File: config.mk
export PLATFORM = sky130hd
export DESIGN_NAME = lcd_drive_control
export DESIGN_NICKNAME = d
export VERILOG_FILES = /design/src/drive_clock_divider.v /design/src/lcd_drive_control.v
export VERILOG_INCLUDE_DIRS = /design/src
export SDC_FILE = /design/constraint.sdc
export NUM_CORES = 1
export LEC_CHECK = 0
export BUFFER_PORTS_ARGS = -buffer_cell sky130_fd_sc_hd__buf_2
export CAP_MARGIN = 0
export CORE_ASPECT_RATIO = 1.75
export CORE_MARGIN = 2
export CORE_UTILIZATION = 42
export DETAILED_ROUTE_END_ITERATION = 12
export GPL_TIMING_DRIVEN = 1
export MAX_ROUTING_LAYER = met4
export PLACE_DENSITY = 0.6
export SLEW_MARGIN = 15
export SYNTH_ARGS = -nofsm -noshare
export SYNTH_HDL_FRONTEND = slang
export SYNTH_HIERARCHICAL = 1
export SYNTH_SLANG_ARGS = --single-unit
File: constraint.sdc
create_clock -name pclk -period 2.8 [get_ports pclk]
set_clock_uncertainty 0.15 [all_clocks]
set_input_delay 0 -clock pclk [delete_from_list [all_inputs] [get_ports pclk]]
set_output_delay 0 -clock pclk [all_outputs]
set_load 0.03 [all_outputs]
File: src/lcd_drive_consts.vh
`ifndef LCD_DRIVE_CONSTS_VH
`define LCD_DRIVE_CONSTS_VH

// Register indices as printed; the APB byte address is four times the index.
`define IDX_BOOST_PIN_SHARE 14'h2020
`define IDX_CLOCK_MODE_EN 14'h2021
`define IDX_FULL_SCALE 14'h2022
`define IDX_SEG_DATA_BASE 14'h2040
`define SEG_COUNT 42
`define SEG_IDX_W 6

// Field positions.
`define BOOST_EN_BIT 7
`define PIN_COUNT_MSB 4
`define PIN_COUNT_LSB 0
`define CLK_SEL_MSB 1
`define CLK_SEL_LSB 0
`define MODE_MSB 4
`define MODE_LSB 2
`define DRIVE_EN_BIT 5
`define FS_MSB 4
`define FS_LSB 0
`define SEG_DATA_MSB 3

// Reset values.
`define RST_PIN_COUNT 5'h00
`define RST_CLK_SEL 2'h0
`define RST_MODE 3'h0
`define RST_FS 5'h00
`define RST_SEG_DATA 4'h0

// Bias modes.
`define MODE_4ST_THIRD 3'h0
`define MODE_3ST_THIRD 3'h1
`define MODE_2ST_HALF 3'h2
`define MODE_3ST_HALF 3'h3
`define MODE_STATIC 3'h4

// Time state counts and limits.
`define STATES_4 2'h3
`define STATES_3 2'h2
`define STATES_2 2'h1
`define STATES_1 2'h0
`define SHARED_PINS 5'h12
`define SHARED_FIRST_SEG 24

// Drive clock: base is filter clock / 128, then / 2^(9 - select).
`define BASE_DIV_LOG2 7
`define SEL_DIV_LOG2_MAX 9
`define DIV_CNT_W 16

// Top rail = supply * (217 + 3 * code) / 310.
`define RAIL_NUM_OFFSET 9'h0d9
`define RAIL_NUM_STEP 9'h003
`define RAIL_DENOM 9'h136

`endif

File: src/drive_clock_divider.v
`timescale 1ns/1ps
`default_nettype none
`include "lcd_drive_consts.vh"

module drive_clock_divider (
    // Clock and reset
    input wire pclk,
    input wire presetn,
    // Control
    input wire run,
    input wire [1:0] clk_sel,
    // Drive clock event, one pclk cycle wide
    output reg tick
);

reg [`DIV_CNT_W-1:0] count_reg;
reg [`DIV_CNT_W-1:0] limit;

// The filter clock is pclk here, so the period is 128 * 2^(9 - sel) cycles.
always @* begin
    limit = {`DIV_CNT_W{1'b1}} >> (`DIV_CNT_W - `BASE_DIV_LOG2 - `SEL_DIV_LOG2_MAX + clk_sel);
end

always @(posedge pclk or negedge presetn) begin
    if (!presetn) begin
        count_reg <= {`DIV_CNT_W{1'b0}};
        tick <= 1'b0;
    end else if (!run) begin
        count_reg <= {`DIV_CNT_W{1'b0}};
        tick <= 1'b0;
    end else if (count_reg >= limit) begin
        count_reg <= {`DIV_CNT_W{1'b0}};
        tick <= 1'b1;
    end else begin
        count_reg <= count_reg + 1'b1;
        tick <= 1'b0;
    end
end

endmodule // drive_clock_divider
`default_nettype wire

File: src/lcd_drive_control.v
`timescale 1ns/1ps
`default_nettype none
`include "lcd_drive_consts.vh"

module lcd_drive_control (
    // Clock and reset
    input wire pclk,
    input wire presetn,
    // APB slave
    input wire psel,
    input wire penable,
    input wire pwrite,
    input wire [15:0] paddr,
    input wire [31:0] pwdata,
    output wire pready,
    output reg [31:0] prdata,
    output wire pslverr,
    // Analog control
    output reg display_boost_enable,
    output reg bias_rails_on,
    output reg [2:0] bias_mode_applied,
    output reg half_bias,
    output reg [8:0] top_bias_rail_num,
    // Panel drive
    output reg [3:0] com_select,
    output reg drive_polarity,
    output reg [`SEG_COUNT-1:0] seg_drive,
    // Shared pin ownership, bit i is segment 24 + i / I/O 4 + i
    output reg [17:0] shared_pin_is_segment
);

////////////////////////////////////////////////////////////////////////////////

reg [4:0] shared_pin_segment_count_reg;
reg [1:0] display_drive_clock_select_reg;
reg [2:0] display_bias_mode_reg;
reg display_drive_enable_reg;
reg [4:0] display_full_scale_code_reg;
reg [`SEG_DATA_MSB:0] segment_data_word [0:`SEG_COUNT-1];
reg [1:0] time_state_reg;
reg polarity_reg;
wire drive_tick;
wire [13:0] word_idx;
wire access;
wire wr_en;
wire seg_hit;
wire [13:0] seg_off;
wire [`SEG_IDX_W-1:0] seg_idx;
reg [2:0] mode_eff;
reg [1:0] last_state;
reg [4:0] count_eff;
wire hit_pin_share;
wire hit_clock_mode;
wire hit_full_scale;
wire mapped;
reg [31:0] read_word;
integer i;

// Codes above static have no scheme of their own and fall back to static.
function [2:0] effective_mode;
    input [2:0] m;
    begin
        if (m > `MODE_STATIC) begin
            effective_mode = `MODE_STATIC;
        end else begin
            effective_mode = m;
        end
    end
endfunction

function [1:0] final_state;
    input [2:0] m;
    begin
        case (m)
            `MODE_4ST_THIRD: final_state = `STATES_4;
            `MODE_3ST_THIRD: final_state = `STATES_3;
            `MODE_2ST_HALF: final_state = `STATES_2;
            `MODE_3ST_HALF: final_state = `STATES_3;
            default: final_state = `STATES_1;
        endcase
    end
endfunction

function is_reg;
    input [13:0] idx;
    input [13:0] target;
    begin
        is_reg = (idx == target);
    end
endfunction

// Shared position 0 is segment 24; the count claims positions from the top (17) downward.
// Counts are clamped before use, so the subtraction never wraps.
function pin_claimed;
    input integer pos;
    input [4:0] count;
    begin
        pin_claimed = (pos >= (`SHARED_PINS - count));
    end
endfunction

////////////////////////////////////////////////////////////////////////////////
// APB access: zero wait states, error on unmapped or unaligned addresses.

assign word_idx = paddr[15:2];
assign seg_off = word_idx - `IDX_SEG_DATA_BASE;
assign seg_hit = (word_idx >= `IDX_SEG_DATA_BASE) && (seg_off < `SEG_COUNT);
assign seg_idx = seg_off[`SEG_IDX_W-1:0];
assign access = psel && penable;
assign pready = 1'b1;
// Each register decode feeds the error, write and read paths alike.
assign hit_pin_share = is_reg(word_idx, `IDX_BOOST_PIN_SHARE);
assign hit_clock_mode = is_reg(word_idx, `IDX_CLOCK_MODE_EN);
assign hit_full_scale = is_reg(word_idx, `IDX_FULL_SCALE);
assign mapped = hit_pin_share || hit_clock_mode || hit_full_scale || seg_hit;
assign pslverr = access && ((paddr[1:0] != 2'h0) || !mapped);
assign wr_en = access && pwrite && !pslverr;

// Register writes land on the access edge; an errored access leaves every field alone.
always @(posedge pclk or negedge presetn) begin
    if (!presetn) begin
        display_boost_enable <= 1'b0;
        shared_pin_segment_count_reg <= `RST_PIN_COUNT;
        display_drive_clock_select_reg <= `RST_CLK_SEL;
        display_bias_mode_reg <= `RST_MODE;
        display_drive_enable_reg <= 1'b0;
        display_full_scale_code_reg <= `RST_FS;
        for (i = 0; i < `SEG_COUNT; i = i + 1) begin
            segment_data_word[i] <= `RST_SEG_DATA;
        end
    end else if (wr_en) begin
        if (is_reg(word_idx, `IDX_BOOST_PIN_SHARE)) begin
            display_boost_enable <= pwdata[`BOOST_EN_BIT];
            shared_pin_segment_count_reg <= pwdata[`PIN_COUNT_MSB:`PIN_COUNT_LSB];
        end
        if (is_reg(word_idx, `IDX_CLOCK_MODE_EN)) begin
            display_drive_clock_select_reg <= pwdata[`CLK_SEL_MSB:`CLK_SEL_LSB];
            display_bias_mode_reg <= pwdata[`MODE_MSB:`MODE_LSB];
            display_drive_enable_reg <= pwdata[`DRIVE_EN_BIT];
        end
        if (is_reg(word_idx, `IDX_FULL_SCALE)) begin
            display_full_scale_code_reg <= pwdata[`FS_MSB:`FS_LSB];
        end
        if (seg_hit) begin
            segment_data_word[seg_idx] <= pwdata[`SEG_DATA_MSB:0];
        end
    end
end

// Read data is registered during the setup cycle so it is stable in the access phase.
always @* begin
    read_word = 32'h00000000;
    if (hit_pin_share) begin
        read_word[`BOOST_EN_BIT] = display_boost_enable;
        read_word[`PIN_COUNT_MSB:`PIN_COUNT_LSB] = shared_pin_segment_count_reg;
    end
    if (hit_clock_mode) begin
        read_word[`CLK_SEL_MSB:`CLK_SEL_LSB] = display_drive_clock_select_reg;
        read_word[`MODE_MSB:`MODE_LSB] = display_bias_mode_reg;
        read_word[`DRIVE_EN_BIT] = display_drive_enable_reg;
    end
    if (hit_full_scale) begin
        read_word[`FS_MSB:`FS_LSB] = display_full_scale_code_reg;
    end
    if (seg_hit) begin
        read_word[`SEG_DATA_MSB:0] = segment_data_word[seg_idx];
    end
end

// Unmapped reads return zero because no decode above selects them.
always @(posedge pclk or negedge presetn) begin
    if (!presetn) begin
        prdata <= 32'h00000000;
    end else if (psel && !penable && !pwrite) begin
        prdata <= read_word;
    end
end

////////////////////////////////////////////////////////////////////////////////
// Drive clock and time-state sequencing.

// A select change mid-count only moves the wrap point, so one drive period may stretch or end early.
drive_clock_divider u_divider (
    .pclk(pclk),
    .presetn(presetn),
    .run(display_drive_enable_reg),
    .clk_sel(display_drive_clock_select_reg),
    .tick(drive_tick)
);

always @* begin
    mode_eff = effective_mode(display_bias_mode_reg);
    last_state = final_state(mode_eff);
    // Counts above 18 are illegal; clamping keeps pins beyond the shared range untouched.
    if (shared_pin_segment_count_reg > `SHARED_PINS) begin
        count_eff = `SHARED_PINS;
    end else begin
        count_eff = shared_pin_segment_count_reg;
    end
end

// Polarity flips after each full frame so the glass sees no net DC.
always @(posedge pclk or negedge presetn) begin
    if (!presetn) begin
        time_state_reg <= 2'h0;
        polarity_reg <= 1'b0;
    end else if (!display_drive_enable_reg) begin
        time_state_reg <= 2'h0;
        polarity_reg <= 1'b0;
    end else if (drive_tick) begin
        if (time_state_reg >= last_state) begin
            time_state_reg <= 2'h0;
            polarity_reg <= ~polarity_reg;
        end else begin
            time_state_reg <= time_state_reg + 1'b1;
        end
    end
end

////////////////////////////////////////////////////////////////////////////////
// Registered panel and analog outputs.

// Analog controls follow the fields one cycle later, and the rails drop to ground with drive off.
always @(posedge pclk or negedge presetn) begin
    if (!presetn) begin
        bias_rails_on <= 1'b0;
        bias_mode_applied <= `MODE_STATIC;
        half_bias <= 1'b0;
        top_bias_rail_num <= 9'h000;
    end else begin
        bias_mode_applied <= mode_eff;
        half_bias <= (mode_eff == `MODE_2ST_HALF) || (mode_eff == `MODE_3ST_HALF);
        if (display_drive_enable_reg) begin
            bias_rails_on <= 1'b1;
            top_bias_rail_num <= `RAIL_NUM_OFFSET + `RAIL_NUM_STEP * {4'h0, display_full_scale_code_reg};
        end else begin
            bias_rails_on <= 1'b0;
            top_bias_rail_num <= 9'h000;
        end
    end
end

// Commons and polarity share the segment outputs' timing so the glass never sees a skewed state.
always @(posedge pclk or negedge presetn) begin
    if (!presetn) begin
        com_select <= 4'h0;
        drive_polarity <= 1'b0;
    end else if (display_drive_enable_reg) begin
        com_select <= 4'h1 << time_state_reg;
        drive_polarity <= polarity_reg;
    end else begin
        com_select <= 4'h0;
        drive_polarity <= 1'b0;
    end
end

// Segments below the shared range always drive glass; shared ones only once claimed.
genvar g;
generate
    for (g = 0; g < `SEG_COUNT; g = g + 1) begin : g_seg
        wire claimed;
        if (g >= `SHARED_FIRST_SEG) begin : g_shared
            assign claimed = pin_claimed(g - `SHARED_FIRST_SEG, count_eff);
        end else begin : g_fixed
            assign claimed = 1'b1;
        end
        always @(posedge pclk or negedge presetn) begin
            if (!presetn) begin
                seg_drive[g] <= 1'b0;
            end else begin
                seg_drive[g] <= display_drive_enable_reg && claimed &&
                    segment_data_word[g][time_state_reg];
            end
        end
    end
endgenerate

// Ownership of each shared pin is registered so the pin mux never sees a decode glitch.
generate
    for (g = 0; g < `SHARED_PINS; g = g + 1) begin : g_pin
        always @(posedge pclk or negedge presetn) begin
            if (!presetn) begin
                shared_pin_is_segment[g] <= 1'b0;
            end else begin
                // Claimed from segment 41 downward; the rest stay general I/O.
                shared_pin_is_segment[g] <= pin_claimed(g, count_eff);
            end
        end
    end
endgenerate

endmodule // lcd_drive_control
`default_nettype wire

# == Word-level counts from Yosys, hierarchy flattened ==
# Cells that the tools add are included.
# word_totals
out_inout_bits,114
word_cells,361
register_bits,291
in_bits,53
# classes
muxes,112
bitwise,2
order_cmp,27
add_sub_neg,5
n_shift,2
reduce_logical,85
n_eq_ne,8
multipliers,1
# ops
op,n
$ge 4x32->1 const A,8
$bwmux 168,1
$ge 3x32->1 const A,4
$bmux 1 s2,42
$logic_and 1x1->1,68
$ge 1x32->1 const A,2
$ge 2x32->1 const A,2
$ge 5x32->1 const A,2
$mux 1,50
$eq 14x14->1 const B,3
$mux 16,2
$bmux 4 s6,1
$demux 4 s6,1
$mux 4,5
$add 16x1->16 const B,1
$ge 16x16->1,1
$shr 16x2->16 const A,1
$mux 5,3
$ge 14x14->1 const B,1
$lt 14x6->1 const B,1
$sub 14x14->14 const B,1
$reduce_and 2->1,5
$add 8x7->9 const A,1
$mux 9,1
other kinds (24),35

# == Longest topological paths before layout ==
# depth
ltp_word,10
ltp_mapped,11
mapped_depth_nobuf,11

# == Modules after synthesis ==
# Netlist, hierarchy kept.
# modules_own_cells
mod,cells_per_inst,seq_area_each_um2,n_inst,area_each_um2
lcd_drive_control,1048,6832.8,1,13452.9
drive_clock_divider,91,425.4,1,870.8

# == Worst setup path before layout ==
# Ideal clock, no wire load.
# synth_timing
kind,reg-to-reg
start,reg time_state_reg[0]
end,reg polarity_reg
path_stages_with_launch,10
t_arrival_ns,2.315
setup_time_ns,0.119
path_buffers,2
period_less_slack_ns,2.584
t_required_ns,2.531
slack_ns,0.216
path_cell_list,dfrtp_1 -> clkbuf_1 -> buf_1 -> inv_1 -> ha_1 -> nand2b_1 -> a21oi_1 -> nand2b_1 -> xnor2_1 -> and2_1
# synth_between
elab_chain_len,3
# synth_rtl
item,line,rtl
start: declaration,lcd_drive_control.v:40,reg [1:0] time_state_reg;
start signal: assignment,lcd_drive_control.v:215,time_state_reg <= time_state_reg + 1'b1;
$ge 2x2->1,lcd_drive_control.v:211,if (time_state_reg >= last_state) begin
$ne 2x1->1 (no line),-,
$reduce_and 2->1 (no line),-,
end signal: assignment,lcd_drive_control.v:213,polarity_reg <= ~polarity_reg;
end: declaration,lcd_drive_control.v:41,reg polarity_reg;
# Every way passes these cells.
# A chain may end at the register's enable or synchronous reset.

# == Worst setup path after layout ==
# layout_timing
start,reg shared_pin_segment_count_reg[2]
end,reg seg_drive[29]
# layout_between
elab_chain_len,6
# layout_rtl
item,line,rtl
start: declaration,lcd_drive_control.v:34,reg [4:0] shared_pin_segment_count_reg;
start signal: assignment,lcd_drive_control.v:123,shared_pin_segment_count_reg <= `RST_PIN_COUNT;
start signal: assignment,lcd_drive_control.v:134,shared_pin_segment_count_reg <= pwdata[`PIN_COUNT_MSB:`PIN_COUNT_LSB];
$gt 5x5->1 (no line),-,
$mux 5 (*),lcd_drive_control.v:195,if (shared_pin_segment_count_reg > `SHARED_PINS) begin
$sub 5x5->6 (no line) (*),-,
$ge 3x32->1 (*),lcd_drive_control.v:98,pin_claimed = (pos >= (`SHARED_PINS - count));
$logic_and 1x1->1 (*) (2 in a row),lcd_drive_control.v:271,seg_drive[g] <= display_drive_enable_reg && claimed &&
end signal: indexed assignment,lcd_drive_control.v:271,
end: declaration,lcd_drive_control.v:27,"output reg [`SEG_COUNT-1:0] seg_drive,"
# Every way passes the cells marked *; elsewhere a longest branch is shown, timed or not.

==> tab_implementation.tex <==
\begin{tabular}{lr}
\hline
Metric & Value \\
\hline
\multicolumn{2}{l}{\textbf{Outcome}} \\
Result of the run & finished with violations \\
Violated checks & negative hold slack \\
\multicolumn{2}{l}{\textbf{Synth}} \\
Share of the synthesized area in the top cell type & 50.49\% \\
Average instance area after synthesis & 12.58 sq um \\
Fraction of synthesis flops using an asynchronous set or reset pin & 100.0\% \\
Area of the mapped netlist & 14,320 sq um \\
Distinct cell type count after synthesis & 61 \\
Area contributors post-synth & sky130\_fd\_sc\_hd\_\_dfrtp\_1 (50\%), sky130\_fd\_sc\_hd\_\_mux2\_2 (15\%), sky130\_fd\_sc\_hd\_\_mux4\_2 (8.8\%) \\
Number of synthesized register bits & 290 \\
Number of synthesized flops with an enable pin & 0 \\
Most used flip-flop cell after synthesis & sky130\_fd\_sc\_hd\_\_dfrtp\_1 \\
Cell type contributing the most total cell area after synthesis & sky130\_fd\_sc\_hd\_\_dfrtp\_1 \\
Syn Inst Count & 1,139 \\
Synth warn & 6 \\
Proportion of synthesized chip area in sequential cells & 50.67\% \\
\multicolumn{2}{l}{\textbf{Timing}} \\
Fin. max-slew vios & 0 \\
Final Setup Violations & 0 \\
Worst Setup Slack, final & 0.1888 ns \\
Sum of negative setup slack & 0 ns \\
Min Hold Slack & -0.00003020 ns \\
Setup repair after global routing missed its margin & false \\
Max\_slew headroom & 26.22\% \\
Slew at the pin closest to its max-slew limit & 1.107 ns \\
Fin crit period & 2.611 ns \\
Share of the clock period used by the worst path & 93.26\% \\
Count of endpoints failing hold in the final timing report & 1 \\
Highest clock rate & 383.0 MHz \\
\multicolumn{2}{l}{\textbf{CTS}} \\
CTS max path bufs & 3 \\
Total CTS buffers & 27 \\
Clock input transition at the sequential cells of the worst setup and hold paths & 0.07 ns \\
Cell chosen for the clock root & sky130\_fd\_sc\_hd\_\_clkbuf\_16 \\
Clk Latency, worst-skew pair & 0.57 ns \\
Max H-tree Level & 1 \\
CTS tree & yes \\
CTS Sinks & 290 \\
\multicolumn{2}{l}{\textbf{Floorplanning}} \\
Die width & 143.6 microns \\
Die footprint & 35,660 sq um \\
Height of the die & 248.3 microns \\
Starting density of the core & 42.59\% \\
Boundary pin count & 167 \\
Total core area & 33,630 sq um \\
Cell row count & 89 \\
\multicolumn{2}{l}{\textbf{Finish}} \\
Post-Route Utilization & 50.79\% \\
Commonest cells after routing, fill and taps aside & sky130\_fd\_sc\_hd\_\_dfrtp\_1 (286), sky130\_fd\_sc\_hd\_\_mux2\_2 (196), sky130\_fd\_sc\_hd\_\_buf\_2 (114), sky130\_fd\_sc\_hd\_\_buf\_4 (87), sky130\_fd\_sc\_hd\_\_nor2\_1 (83) \\
Most common cell after layout, fill and taps aside & sky130\_fd\_sc\_hd\_\_dfrtp\_1 \\
Area of combinational cells with multiple inputs & 6621 sq um \\
Final Net Count & 1,408 \\
Synthesis-to-layout area growth & 19.23\% \\
Flip-flop and latch area & 7262 sq um \\
Max reg flops & 168 \\
Share of post-route cells with drive strength above 1 & 39.59\% \\
Biggest register & segment\_data\_word \\
Antenna diode instance count & 0 \\
Regs by FF count & segment\_data\_word (168), seg\_drive (42), shared\_pin\_is\_segment (18) \\
Filler instances & 3,023 \\
\multicolumn{2}{l}{\textbf{Worst setup path}} \\
Max stage delay cell, worst path & sky130\_fd\_sc\_hd\_\_dfrtp\_1 \\
Worst setup path category & reg2reg \\
Worst endpoint required time & 3.13 ns \\
Critical Path Max Stage Delay & 0.43 ns \\
Critical path endpoint category & register \\
Critical register-to-register path endpoint & seg\_drive[29] \\
Max FO, Critical Path & 12 \\
Ordered list of cells on the worst path & or2\_2 -> o21ai\_0 -> nand2\_1 -> inv\_1 -> ha\_2 -> nor4\_1 -> a21oi\_1 -> a21bo\_4 -> inv\_1 -> nand2\_1 -> nor3b\_1 \\
Critical path data arrival time & 2.95 ns \\
Register-to-Register Setup Slack & 0.19 ns \\
Number of cells on the worst reg-to-reg path & 11 \\
Reg-to-Reg Start & shared\_pin\_segment\_count\_reg[2] \\
Critical path launch point type & register \\
\multicolumn{2}{l}{\textbf{Routing}} \\
Post-detailed-route wirelength per cell & 22.46 microns \\
Overall routed net length & 40,640 microns \\
Post-route ant nets & 0 \\
DRC errors left & 0 \\
Via count & 10,123 \\
DR pass1 iterations & 5 \\
Average via count per standard cell & 5.596 \\
Detailed Route Iter0 Violations & 660 \\
\multicolumn{2}{l}{\textbf{Pwr}} \\
Internal power consumption & 6391 uW \\
Fraction of power consumed by sequential logic & 49.5\% \\
Leakage power & 0.008289 uW \\
Clock share of power & 44.5\% \\
Worst-case vdd ir drop & 0.4001 mV \\
Fraction of power consumed by combinational cells & 6.0\% \\
Switching power summed over all nets & 2091 uW \\
Net switching fraction of the power & 24.65\% \\
Power density over cell area & 496.6 nW/um\^{}2 \\
\multicolumn{2}{l}{\textbf{Min path}} \\
HP Start & paddr[8] \\
Hold Path Sink & display\_full\_scale\_code\_reg[4] \\
Number of stages on the worst hold path & 5 \\
Hold crit path type & in2reg \\
\multicolumn{2}{l}{\textbf{Global route}} \\
Global-route wire length before repair & 62,620 microns \\
Residual overflow from global routing & 0 \\
Via count of the first global-routing pass & 10,600 \\
Pin count of the biggest net entering global routing & 68 \\
GRT Util Overall & 23.85\% \\
Number of antenna violations at the first check in global routing & 0 \\
\multicolumn{2}{l}{\textbf{Placement}} \\
Post-detailed-placement half-perimeter wirelength & 27,990 microns \\
IO Port Bufs & 115 \\
Final weighted congestion in routability-driven placement & 0.8924 \\
Placement-stage worst setup slack & 0.09688 ns \\
\multicolumn{2}{l}{\textbf{Flow run}} \\
Max-cap viol count & 0 \\
\hline
\end{tabular}
## synth_stat cells, types with 10 or more instances
cell type	instances
sky130_fd_sc_hd__inv_1	27
sky130_fd_sc_hd__a21oi_1	19
sky130_fd_sc_hd__nand2_1	48
sky130_fd_sc_hd__mux2i_1	17
sky130_fd_sc_hd__ha_1	21
sky130_fd_sc_hd__nand2b_1	12
sky130_fd_sc_hd__nor2_1	83
sky130_fd_sc_hd__o21ai_0	27
sky130_fd_sc_hd__clkbuf_1	50
sky130_fd_sc_hd__buf_1	10
sky130_fd_sc_hd__buf_4	27
sky130_fd_sc_hd__a22oi_1	12
sky130_fd_sc_hd__dfrtp_1	289
sky130_fd_sc_hd__and3_1	19
sky130_fd_sc_hd__mux2_2	196
sky130_fd_sc_hd__and2_1	38
sky130_fd_sc_hd__nand3_1	25
sky130_fd_sc_hd__nor2b_1	11
sky130_fd_sc_hd__xnor2_1	13
sky130_fd_sc_hd__a221oi_1	20
sky130_fd_sc_hd__mux4_2	56
## what timing repair did
action | CTS | global route
endpoints found under the setup margin | 0 | 7
hold buffers | 25 | 0
hold endpoints to repair | 311 | 0
gates resized for setup | 0 | 7
setup buffers | 0 | 4
## critical path, delay by kind of cell (launching register included)
kind	cells	cell delay (ns)
flip-flops	1	0.43
AND/OR/NAND/NOR	5	0.87
adder cells (fa/ha/maj)	1	0.23
AO/OA/AOI/OAI	3	0.66
buffers and inverters	2	0.19
## worst max-delay path by stage
| stage | slack (ns) | from | endpoint |
|---|---|---|---|
| finish | 0.19 | shared_pin_segment_count_reg[2] | seg_drive[29] |
| global route | 0.02 | shared_pin_segment_count_reg[2] | seg_drive[29] |
| CTS | 0.03 | paddr[7] | display_full_scale_code_reg[4] |
| detailed placement | 0.1 | shared_pin_segment_count_reg[2] | seg_drive[28] |
| global placement | 0.19 | shared_pin_segment_count_reg[2] | seg_drive[30] |
| floorplan | 0.22 | time_state_reg[0] | polarity_reg |
## final cells by class
class,instances,share of cell area [%]
inverter,28,0.6154
timing repair buffer,233,9.538
clock inverter,17,0.9597
multi-input combinational,753,38.77
sequential,290,42.52
tap,455,3.333
clock buffer,33,4.264
## stage by stage
stage               instances  total power (uW)  instance area, sq um
floorplan                1163              4531                 14410
global placement         1730              4756                 15860
detailed placement       1730              4759                 15860
CTS                      1805              8566                 17020
global route             1809              8767                 17080
finish                   1809              8482                 17080
## routing by layer
layer	vias to the layer above	routed length (microns)	GRT usage, %
met5	-	0	-
met4	0	2116	11.82
met3	110	1730	2.480
met2	337	21670	42.41
met1	5195	15120	26.45
li1	4481	-	-
## cell families after synthesis
kind of cell	count (synthesis)	synth area share, %
simple gates	297	11.12
flops	290	50.67
mux	269	25.40
compound gates	123	5.905
buf+inv	120	3.896
fa+ha+maj	22	1.974
xor+xnor	16	0.9784
other cells	2	0.05243
## power groups by stage
| stage | clock network, uW | registers [uW] | logic [uW] |
|---|---|---|---|
| CTS | 3860 | 4200 | 507 |
| detailed placement | 0 | 4280 | 479 |
| global route | 4020 | 4200 | 546 |
| floorplan | 0 | 4290 | 237 |
| finish | 3770 | 4200 | 508 |
| global placement | 0 | 4280 | 475 |
Power figures use the tool's default switching activity.
